### config.mk
export PLATFORM = sky130hd
export DESIGN_NAME = txmcs_select
export DESIGN_NICKNAME = d
export VERILOG_FILES = /design/src/inc/txmcs_pkg.sv /design/src/txmcs_select.sv
export SDC_FILE = /design/constraint.sdc
export NUM_CORES = 1
export LEC_CHECK = 0
export ABC_CLOCK_PERIOD_IN_PS = 8100
export BUFFER_PORTS_ARGS = -buffer_cell sky130_fd_sc_hd__buf_2
export CAP_MARGIN = 20
export CORE_ASPECT_RATIO = 1.2
export CORE_MARGIN = 2
export CORE_UTILIZATION = 40
export DETAILED_ROUTE_END_ITERATION = 8
export PLACE_DENSITY = 0.55
export SETUP_SLACK_MARGIN = 0.15
export SLEW_MARGIN = 20
export SYNTH_ARGS = -nofsm -noshare
export SYNTH_HDL_FRONTEND = slang
export SYNTH_SLANG_ARGS = --single-unit
### constraint.sdc
create_clock -name core_clk -period 8.1 [get_ports core_clk]
set_input_delay 2.025 -clock core_clk [delete_from_list [all_inputs] [get_ports core_clk]]
set_output_delay 2.025 -clock core_clk [all_outputs]
set_load 0.03 [all_outputs]
### src/inc/txmcs_pkg.sv
// Purpose: Constants and types for transmit multichannel selection
// Assumes: 32-bit APB, word aligned registers
// Notes:   Offsets of all registers are local choices
package txmcs_pkg;

    localparam logic [7:0]  ADDR_TX_EN0    = 8'h00;
    localparam logic [7:0]  ADDR_TX_EN1    = 8'h04;
    localparam logic [7:0]  ADDR_TX_EN2    = 8'h08;
    localparam logic [7:0]  ADDR_TX_EN3    = 8'h0c;
    localparam logic [7:0]  ADDR_RX_EN0    = 8'h10;
    localparam logic [7:0]  ADDR_RX_EN1    = 8'h14;
    localparam logic [7:0]  ADDR_RX_EN2    = 8'h18;
    localparam logic [7:0]  ADDR_RX_EN3    = 8'h1c;
    localparam logic [7:0]  ADDR_MC_CTRL   = 8'h20;
    localparam logic [7:0]  ADDR_CHAN_SEL  = 8'h24;
    localparam logic [7:0]  ADDR_CHAN_STAT = 8'h28;

    localparam logic [31:0] EN_RESET       = 32'h0000_0000;
    localparam logic [31:0] CTRL_RESET     = 32'h0000_0000;

    // Control register field positions
    localparam int          CTRL_MODE_LSB  = 0;  // 2 bits
    localparam int          CTRL_XPME_BIT  = 2;
    localparam int          CTRL_RPME_BIT  = 3;
    localparam int          CTRL_XABLK_LSB = 4;  // 2 bits each
    localparam int          CTRL_XBBLK_LSB = 6;
    localparam int          CTRL_RABLK_LSB = 8;
    localparam int          CTRL_RBBLK_LSB = 10;

    localparam int          NUM_CHAN       = 128;
    localparam int          BLK_SIZE       = 16;

    typedef enum logic [1:0] {
        TXMCS_ALL_ON   = 2'b00,
        TXMCS_SELECT   = 2'b01,
        TXMCS_MASKSEL  = 2'b10,
        TXMCS_SYMMETRIC = 2'b11
    } txmcs_mode_e;

    typedef struct packed {
        logic enabled;
        logic unmasked;
    } txmcs_chan_s;

endpackage

### src/txmcs_select.sv
// Purpose: Transmit multichannel enable/mask decision over 128 channels
// Assumes: APB slave, single clock, synchronous active-low reset
// Notes:   Channel query returns a registered enable/unmask pair
// Function
// (RULE1) Partition mode zero: only word 0, 32 channels
// (RULE2) Partition mode one: all four words used
// (RULE3) Partition mode ignored when mode is zero
// (RULE4) Mode zero: low half A, high half B
// (RULE5) Mode one: word 0 maps channels 0-31
// (RULE6) Mode 1h: clear bit disables and masks
// (RULE7) Mode 2h: all enabled, clear bit masks
// (RULE8) Mode 3h: clear tx bit masks channel
// (RULE9) Mode 3h: set tx bit unmasks channel
// (RULE10) Mode 3h: enables come from receive words
// (RULE11) 32-channel, 1h/2h: even block from tx A
// (RULE12) 32-channel, 1h/2h: odd block from tx B
// (RULE13) 32-channel, 3h: blocks from receive selects
// (RULE14) Bit k to channel n+k, 16+k to m+k
// (RULE15) Words 1-3 govern channels 32 to 127
`timescale 1ns/100ps
module txmcs_select (
    // Clock and reset
    input  wire logic        core_clk,
    input  wire logic        rst_n,
    // APB slave
    input  wire logic        psel,
    input  wire logic        penable,
    input  wire logic        pwrite,
    input  wire logic [7:0]  paddr,
    input  wire logic [31:0] pwdata,
    output logic      [31:0] prdata,
    output logic             pready,
    output logic             pslverr,
    // Per-channel decision vectors
    output logic [127:0]     tx_chan_enabled,
    output logic [127:0]     tx_chan_unmasked
);

    logic [31:0]  tx_en_reg [4];
    logic [31:0]  rx_en_reg [4];
    logic [31:0]  ctrl_reg;
    logic [6:0]   chan_sel_reg;
    logic [127:0] tx_bits;
    logic [127:0] rx_bits;
    logic [127:0] tx_eff;
    logic [127:0] rx_eff;
    logic [127:0] en_next;
    logic [127:0] um_next;
    logic         access;
    logic         wr;
    logic         rd_hit;
    logic [31:0]  rd_next;

    txmcs_pkg::txmcs_mode_e mode;
    logic         tx_pme;
    logic         rx_pme;
    logic         part_wide;
    logic [1:0]   blk_a;
    logic [1:0]   blk_b;

    assign access = psel && penable;
    assign wr     = access && pwrite;

    // Register writes
    always_ff @(posedge core_clk) begin
        if (!rst_n) begin
            for (int i = 0; i < 4; i++) begin
                tx_en_reg[i] <= txmcs_pkg::EN_RESET;
                rx_en_reg[i] <= txmcs_pkg::EN_RESET;
            end
            ctrl_reg     <= txmcs_pkg::CTRL_RESET;
            chan_sel_reg <= 7'h00;
        end else if (wr) begin
            unique case (paddr)
                txmcs_pkg::ADDR_TX_EN0:  tx_en_reg[0] <= pwdata;
                txmcs_pkg::ADDR_TX_EN1:  tx_en_reg[1] <= pwdata;
                txmcs_pkg::ADDR_TX_EN2:  tx_en_reg[2] <= pwdata;
                txmcs_pkg::ADDR_TX_EN3:  tx_en_reg[3] <= pwdata;
                txmcs_pkg::ADDR_RX_EN0:  rx_en_reg[0] <= pwdata;
                txmcs_pkg::ADDR_RX_EN1:  rx_en_reg[1] <= pwdata;
                txmcs_pkg::ADDR_RX_EN2:  rx_en_reg[2] <= pwdata;
                txmcs_pkg::ADDR_RX_EN3:  rx_en_reg[3] <= pwdata;
                txmcs_pkg::ADDR_MC_CTRL: ctrl_reg <= {20'h00000,
                                                      pwdata[11:0]};
                txmcs_pkg::ADDR_CHAN_SEL: chan_sel_reg <= pwdata[6:0];
                default: ;
            endcase
        end
    end

    // Control fields
    assign mode   = txmcs_pkg::txmcs_mode_e'(
                    ctrl_reg[txmcs_pkg::CTRL_MODE_LSB +: 2]);
    assign tx_pme = ctrl_reg[txmcs_pkg::CTRL_XPME_BIT];
    assign rx_pme = ctrl_reg[txmcs_pkg::CTRL_RPME_BIT];
    // Partition bit only counts when a selection mode is active
    assign part_wide = (mode != txmcs_pkg::TXMCS_ALL_ON) && tx_pme; // RULE3

    // Block selects come from the receive side in symmetric mode
    always_comb begin
        if (mode == txmcs_pkg::TXMCS_SYMMETRIC) begin
            blk_a = ctrl_reg[txmcs_pkg::CTRL_RABLK_LSB +: 2]; // RULE13
            blk_b = ctrl_reg[txmcs_pkg::CTRL_RBBLK_LSB +: 2]; // RULE13
        end else begin
            blk_a = ctrl_reg[txmcs_pkg::CTRL_XABLK_LSB +: 2]; // RULE11
            blk_b = ctrl_reg[txmcs_pkg::CTRL_XBBLK_LSB +: 2]; // RULE12
        end
    end

    // Wide layout: words in ascending channel order
    assign tx_bits = {tx_en_reg[3], tx_en_reg[2],
                      tx_en_reg[1], tx_en_reg[0]};  // RULE2 RULE5 RULE15
    assign rx_bits = {rx_en_reg[3], rx_en_reg[2],
                      rx_en_reg[1], rx_en_reg[0]};

    // Narrow layout: word 0 halves land on selected even and odd blocks
    genvar g;
    generate
        for (g = 0; g < txmcs_pkg::NUM_CHAN; g++) begin : g_chan
            localparam int BLK = g / txmcs_pkg::BLK_SIZE;
            localparam int K   = g % txmcs_pkg::BLK_SIZE;
            localparam logic [1:0] PAIR = 2'(BLK / 2);
            logic tx_narrow;
            logic rx_narrow;
            if (BLK % 2 == 0) begin : g_even
                assign tx_narrow = (blk_a == PAIR) &&
                                   tx_en_reg[0][K];          // RULE4 RULE14
                assign rx_narrow = (blk_a == PAIR) && rx_en_reg[0][K];
            end else begin : g_odd
                assign tx_narrow = (blk_b == PAIR) &&
                                   tx_en_reg[0][16 + K];     // RULE4 RULE14
                assign rx_narrow = (blk_b == PAIR) && rx_en_reg[0][16 + K];
            end
            assign tx_eff[g] = part_wide ? tx_bits[g] : tx_narrow; // RULE1
            assign rx_eff[g] = rx_pme ? rx_bits[g] : rx_narrow;
        end
    endgenerate

    // Mode decision per channel
    always_comb begin
        unique case (mode)
            txmcs_pkg::TXMCS_ALL_ON: begin
                en_next = '1;
                um_next = '1;
            end
            txmcs_pkg::TXMCS_SELECT: begin
                en_next = tx_eff;                            // RULE6
                um_next = tx_eff;                            // RULE6
            end
            txmcs_pkg::TXMCS_MASKSEL: begin
                en_next = '1;                                // RULE7
                um_next = tx_eff;                            // RULE7
            end
            txmcs_pkg::TXMCS_SYMMETRIC: begin
                en_next = rx_eff;                            // RULE10
                // Clear tx bit blocks output even if rx enables
                um_next = tx_eff;                            // RULE8 RULE9
            end
        endcase
    end

    always_ff @(posedge core_clk) begin
        if (!rst_n) begin
            tx_chan_enabled  <= '0;
            tx_chan_unmasked <= '0;
        end else begin
            tx_chan_enabled  <= en_next;
            tx_chan_unmasked <= um_next;
        end
    end

    // Read mux
    always_comb begin
        rd_hit  = 1'b1;
        rd_next = 32'h0000_0000;
        unique case (paddr)
            txmcs_pkg::ADDR_TX_EN0:    rd_next = tx_en_reg[0];
            txmcs_pkg::ADDR_TX_EN1:    rd_next = tx_en_reg[1];
            txmcs_pkg::ADDR_TX_EN2:    rd_next = tx_en_reg[2];
            txmcs_pkg::ADDR_TX_EN3:    rd_next = tx_en_reg[3];
            txmcs_pkg::ADDR_RX_EN0:    rd_next = rx_en_reg[0];
            txmcs_pkg::ADDR_RX_EN1:    rd_next = rx_en_reg[1];
            txmcs_pkg::ADDR_RX_EN2:    rd_next = rx_en_reg[2];
            txmcs_pkg::ADDR_RX_EN3:    rd_next = rx_en_reg[3];
            txmcs_pkg::ADDR_MC_CTRL:   rd_next = ctrl_reg;
            txmcs_pkg::ADDR_CHAN_SEL:  rd_next = {25'h0000000, chan_sel_reg};
            // Reflects registered decision, one cycle behind config
            txmcs_pkg::ADDR_CHAN_STAT: rd_next = {30'h00000000,
                                       tx_chan_unmasked[chan_sel_reg],
                                       tx_chan_enabled[chan_sel_reg]};
            default: rd_hit = 1'b0;
        endcase
    end

    // Zero wait state: ready in the setup cycle's following access cycle
    always_ff @(posedge core_clk) begin
        if (!rst_n) begin
            pready  <= 1'b0;
            pslverr <= 1'b0;
            prdata  <= 32'h0000_0000;
        end else begin
            pready  <= psel && !penable;
            pslverr <= psel && !penable && !rd_hit;
            prdata  <= (psel && !penable && !pwrite && rd_hit) ?
                       rd_next : 32'h0000_0000;
        end
    end

endmodule // txmcs_select

==> flow_metrics.env, run 1 <==
export IMPL_fin_worst_skew_ps=24.5
export IMPL_grt_max_degree=115
export IMPL_finalCriticalPeriod_ps=4340
export IMPL_crit_arrival_ps=4820
export IMPL_max_freq_mhz=231
export IMPL_ys_warn_count=0
export IMPL_cts_tree="built"
export IMPL_final_max_slew_viol_count=0
export IMPL_p_clk_share_pct=42.6
export IMPL_cp_start_kind="input pin"
export IMPL_fin_nets=2764
export IMPL_cts_buffers=58
export IMPL_std_cell_rows=103
export IMPL_wirelength_mm=117
export IMPL_internal_power_uw=4850
export IMPL_status="finished, final reports clean"
export IMPL_cp_end_kind="flop"
export IMPL_initial_core_util_pct=40.2
export IMPL_syn_area_per_cell_um2=10.4
export IMPL_drcViolationCount=0
export IMPL_wl_per_cell_um=32.4
export IMPL_slew_headroom_pct=21.6
export IMPL_numPortBuffers=334
export IMPL_worst_pin_slew_ps=1170
export IMPL_worstPathCellList="buf_2, nor4b_2, and4_2, a22oi_1, a41oi_1"
export IMPL_crit_slowest_cell="and4_2"
export IMPL_leakage_uw=0.0109
export IMPL_grt_pass1_wl_mm=162
export IMPL_ant_nets=0
export IMPL_first_global_vias=20800
export IMPL_drt_iter0_markers=3391
export IMPL_cts_resized=0
export IMPL_setup_viol_count_final=0
export IMPL_cp_slowest_stage_delay_ps=1070
export IMPL_cts_htree_levels=2
export IMPL_layout_drive_gt1_share_pct=20.0
export IMPL_clk_latency_ps=640
export IMPL_cp_required_ps=8580
export IMPL_vdd_drop_max_v=0.000146
export IMPL_via_per_inst=6.35
export IMPL_cts_path_max_buffers=3
export IMPL_fillers=6033
export IMPL_worst_path_buf_inv=1
export IMPL_grt_remaining_overflow=0
export IMPL_fp_dieW_um=239
export IMPL_maxCapViolations=0
export IMPL_clock_sinks=565
export IMPL_async_flop_share_pct=0
export IMPL_pre_cts_slack_ps=3270
export IMPL_cts_root_buf="clkbuf_16"
export IMPL_path_max_fanout=32
export IMPL_netlist_instances=2536
export IMPL_dp_hpwl_mm=83.5
export IMPL_ys_types=62
export IMPL_drt_first_pass_iters=6
export IMPL_cp_top_family="simple AND/OR/NAND/NOR gates"
export IMPL_io_pins=335
export IMPL_synth_fp_nets=2581
export IMPL_switching_share_pct=25.6
export IMPL_synth_edff_count=256
export IMPL_area_growth_pct=15.8
export IMPL_rsz0062_at_grt="false"
export IMPL_tns_ps=0
export IMPL_ys_seq_elements=565
export IMPL_p_comb_share_pct=6.7
export IMPL_gp_congestion=0.955
export IMPL_syn_area_um2=26400
export IMPL_min_path_type="reg -> reg"
export IMPL_hold_violations=0
export IMPL_post_cts_setup_buffer_count=0
export IMPL_power_switching_uw=1670
export IMPL_synthFlopType="dfxtp_1"
export IMPL_track_usage_pct=33.4
export IMPL_layout_setup_ws_ps=3760
export IMPL_die_h_um=285
export IMPL_dieArea_um2=68100
export IMPL_antenna_found_initial=11
export IMPL_total_power_uw=6520
export IMPL_post_route_period_util_pct=53.5
export IMPL_cts_reportedPaths_clkPinSlew_ps=60
export IMPL_yosysSeqAreaShare_pct=52.5
export IMPL_cts_hold_repair_buffers=0
export IMPL_dr_total_vias=22900
export IMPL_final_util_pct=46.6
export IMPL_seqPwrFrac_pct=50.7
export IMPL_power_density_nw_per_um2=213
export IMPL_setup_worst_path_class="in -> reg"
export IMPL_core_area_um2=65600
worst min-delay path: stages, from the launching register on:
cell and delay (ps):
dfxtp_1 370, nand2_1 70, a21boi_0 70
logic make-up after synthesis:
kind of cell    share of synthesized area [%]
compound gates                           20.0
buf+inv                                  3.78
flops                                    52.5
mux                                      5.64
simple gates                             18.1
area by class of cell:
| type | count | area [µm²] | share of cell area [%] |
|---|---|---|---|
| sequential | 565 | 13900 | 45.4 |
| multi-input combinational | 1720 | 11700 | 38.3 |
| timing repair buffer | 371 | 1960 | 6.41 |
| clock buffer | 86 | 1780 | 5.83 |
| tap | 840 | 1050 | 3.44 |
| clock inverter | 20 | 181 | 0.593 |
| inverter | 3 | 11.3 | 0.0368 |
| antenna | 3 | 7.51 | 0.0245 |
power groups by stage:
stage               combinational (µW)  sequential (µW)  clock (µW)
floorplan                          124             3380           0
global placement                   434             3350           0
detailed placement                 435             3350           0
CTS                                437             3290        2790
global route                       456             3300        2910
finish                             438             3310        2780
cell usage in the layout (no fill, tap or decap), types with 67 or more instances in the layout:
cell type    n
edfxtp_1   256
dfxtp_1    305
o211ai_1    98
a221o_1     96
a21oi_1    108
nor2b_1     67
nand2_1    341
and2_1     257
buf_2      333
o21ai_0    102
o21a_1      96
a22oi_1     76
and3_1      99
final timing paths:
kind	endpoint	start	slack [ps]	cells after the start
max	prdata[15]$_SDFF_PN0_	paddr[5]	3760	5
min	ctrl_reg[5]$_SDFFE_PN0P_	ctrl_reg[5]$_SDFFE_PN0P_	560	2
max reg2reg	prdata[1]$_SDFF_PN0_	chan_sel_reg[0]$_SDFFE_PN0P_	4480	6
min reg2reg	ctrl_reg[5]$_SDFFE_PN0P_	ctrl_reg[5]$_SDFFE_PN0P_	560	2
synth_stat cells (10+ instances only):
| cell type | count | area (µm²) |
|---|---|---|
| a21oi_1 | 108 | 541 |
| a21boi_0 | 21 | 158 |
| edfxtp_1 | 256 | 7690 |
| a22o_1 | 26 | 228 |
| mux2i_1 | 34 | 340 |
| a221oi_1 | 26 | 228 |
| buf_2 | 17 | 85.1 |
| o21ai_0 | 110 | 551 |
| and2_1 | 259 | 1620 |
| dfxtp_1 | 309 | 6190 |
| o211ai_1 | 98 | 736 |
| a22oi_1 | 76 | 571 |
| nand2_1 | 344 | 1290 |
| clkbuf_1 | 216 | 811 |
| nand2b_1 | 10 | 62.6 |
| a221o_1 | 96 | 961 |
| and3_1 | 101 | 632 |
| nand3_1 | 22 | 110 |
| nor2_1 | 25 | 93.8 |
| nor2b_1 | 68 | 425 |
| nor3b_1 | 33 | 248 |
| a31oi_1 | 21 | 131 |
| o221ai_1 | 10 | 87.6 |
| o21a_1 | 96 | 721 |
| mux4_2 | 49 | 1100 |
per-stage QoR:
stage | instance area (µm²) | cells | hold WS (ps)
floorplan | 26400 | 2536 | 489
global placement | 28600 | 3498 | 540
detailed placement | 28600 | 3498 | 545
CTS | 30600 | 3604 | 556
global route | 30600 | 3607 | 582
finish | 30600 | 3608 | 564
per-layer routing:
metal,vias to the layer above,track usage (%),part of all wire [%]
met3,169,11.4,14
met1,11400,49.0,43
met4,6,9.72,2.9
li1,9777,-,-
met5,-,0,0.033
met2,1570,46.3,41
Power figures use the tool's default switching activity.
==> run 2, diff against run 1 <==
- ABC_CLOCK_PERIOD_IN_PS: 8100 -> 4300
- clock period: 8.1 -> 4.3 ns (I/O delays scaled with it)
==> flow_metrics.env, run 2 (synthesized netlist as in run 1, its figures left out) <==
export IMPL_worst_pin_slew_ps=1070
export IMPL_fin_nets=2808
export IMPL_cts_root_buf="clkbuf_16"
export IMPL_numPortBuffers=334
export IMPL_die_h_um=285
export IMPL_finalCriticalPeriod_ps=3150
export IMPL_final_cell_mix="nand2_1 (343), buf_2 (333), dfxtp_1 (305)"
export IMPL_crit_start="ctrl_reg[1]$_SDFFE_PN0P_"
export IMPL_dieArea_um2=68100
export IMPL_cts_reportedPaths_clkPinSlew_ps=60
export IMPL_cts_buffers=58
export IMPL_worstPathCellList="nand2_4, o21ai_4, buf_4, nand2_1, o21ai_0, o21a_1"
export IMPL_setup_worst_path_class="reg -> reg"
export IMPL_core_area_um2=65600
export IMPL_post_cts_setup_buffer_count=0
export IMPL_cp_required_ps=4870
export IMPL_total_power_uw=12500
export IMPL_final_max_slew_viol_count=0
export IMPL_leakage_uw=0.0112
export IMPL_antenna_found_initial=13
export IMPL_vdd_drop_max_v=0.000228
export IMPL_status="finished, final reports clean"
export IMPL_cp_end_kind="flop"
export IMPL_dr_total_vias=23400
export IMPL_pre_cts_slack_ps=859
export IMPL_max_freq_mhz=318
export IMPL_cts_tree="built"
export IMPL_grt_max_degree=161
export IMPL_drt_iter0_markers=3652
export IMPL_layout_setup_ws_ps=1150
export IMPL_rr_worst_depth=6
export IMPL_cts_resized=0
export IMPL_post_route_period_util_pct=73.2
export IMPL_crit_slowest_cell="o21ai_4"
export IMPL_track_usage_pct=35.2
export IMPL_via_per_inst=6.39
export IMPL_fin_worst_skew_ps=12.9
export IMPL_clock_sinks=565
export IMPL_area_growth_pct=18.4
export IMPL_rsz0062_at_grt="false"
export IMPL_clk_latency_ps=630
export IMPL_cts_path_max_buffers=3
export IMPL_placed_cell_area_um2=29200
export IMPL_cp_start_kind="flop"
export IMPL_std_cell_rows=103
export IMPL_ant_nets=0
export IMPL_layout_drive_gt1_share_pct=21.2
export IMPL_setup_viol_count_final=0
export IMPL_min_path_type="reg -> reg"
export IMPL_crit_arrival_ps=3720
export IMPL_first_global_vias=21300
export IMPL_wl_per_cell_um=33.6
export IMPL_fillers=6034
export IMPL_cts_hold_repair_buffers=0
export IMPL_initial_core_util_pct=40.2
export IMPL_tns_ps=0
export IMPL_reg2reg_to="tx_chan_unmasked[86]$_SDFF_PN0_"
export IMPL_worstReg2RegStart="ctrl_reg[1]$_SDFFE_PN0P_"
export IMPL_cts_htree_levels=2
export IMPL_maxCapViolations=0
export IMPL_drt_first_pass_iters=9
export IMPL_grt_pass1_wl_mm=169
export IMPL_final_area_um2=31200
export IMPL_final_common_cell="nand2_1"
export IMPL_r2r_slack_ps=1150
export IMPL_post_place_cells=3543
export IMPL_power_density_nw_per_um2=398
export IMPL_fp_dieW_um=239
export IMPL_cp_slowest_stage_delay_ps=910
export IMPL_crit_end="tx_chan_unmasked[86]$_SDFF_PN0_"
export IMPL_io_pins=335
export IMPL_path_max_fanout=49
export IMPL_hold_violations=0
export IMPL_drcViolationCount=0
export IMPL_gp_congestion=0.981
export IMPL_wirelength_mm=123
export IMPL_grt_remaining_overflow=0
export IMPL_dp_hpwl_mm=86.2
export IMPL_slew_headroom_pct=28.5
export IMPL_finalNonFillerCells=3656
[run 2: through the flow]
step	hold WS, ps	util [%]
after global placement	535	44.5
after CTS	561	47.6
after floorplan	489	-
final	566	47.6
after detailed placement	548	44.5
after global routing	585	47.6
[run 2: worst max-delay path, delay by kind of cell, from the launching register on]
family          cells  cell delay, ps
flops               1             650
simple gates        2             610
compound gates      3            1430
buf+inv             1             370
[run 2: power breakdown]
part	switching, µW	total [µW]	leakage [µW]	internal (µW)
combinational	612	858	0.00515	245
sequential	327	6190	0.00502	5870
clock	2260	5400	0.000993	3140
total	3200	12500	0.0112	9250
[run 2: cell type report]
cell class	count	area (µm²)	area share [%]
Sequential cell	565	13900	44.4
Multi-Input combinational cell	1720	11700	37.4
Timing Repair Buffer	415	2550	8.16
Clock buffer	77	1700	5.45
Tap cell	840	1050	3.36
Clock inverter	31	335	1.07
Antenna cell	5	12.5	0.0400
Inverter	3	11.3	0.0360
[run 2: worst min path at each step]
stage,end,from,slack (ps),cells past startpoint
2_1_floorplan,ctrl_reg[4]$_SDFFE_PN0P_,ctrl_reg[4]$_SDFFE_PN0P_,490,2
3_3_place_gp,prdata[7]$_SDFF_PN0_,rx_en_reg[3][7]$_SDFFCE_PN0P_,540,2
3_5_place_dp,prdata[7]$_SDFF_PN0_,rx_en_reg[3][7]$_SDFFCE_PN0P_,550,2
4_1_cts,prdata[10]$_SDFF_PN0_,rx_en_reg[3][10]$_SDFFCE_PN0P_,560,2
5_1_grt,prdata[10]$_SDFF_PN0_,rx_en_reg[3][10]$_SDFFCE_PN0P_,590,2
6_report,ctrl_reg[11]$_SDFFE_PN0P_,ctrl_reg[11]$_SDFFE_PN0P_,570,2
[run 2: metal layers]
| layer | share of wire (%) | wire length [µm] | track usage [%] | up-vias |
|---|---|---|---|---|
| li1 | - | - | - | 9864 |
| met1 | 41 | 50800 | 50.7 | 11600 |
| met2 | 42 | 51800 | 50.9 | 1694 |
| met3 | 13 | 16100 | 10.4 | 217 |
| met4 | 3.4 | 4120 | 10.5 | 12 |
| met5 | 0.063 | 77 | 0 | - |
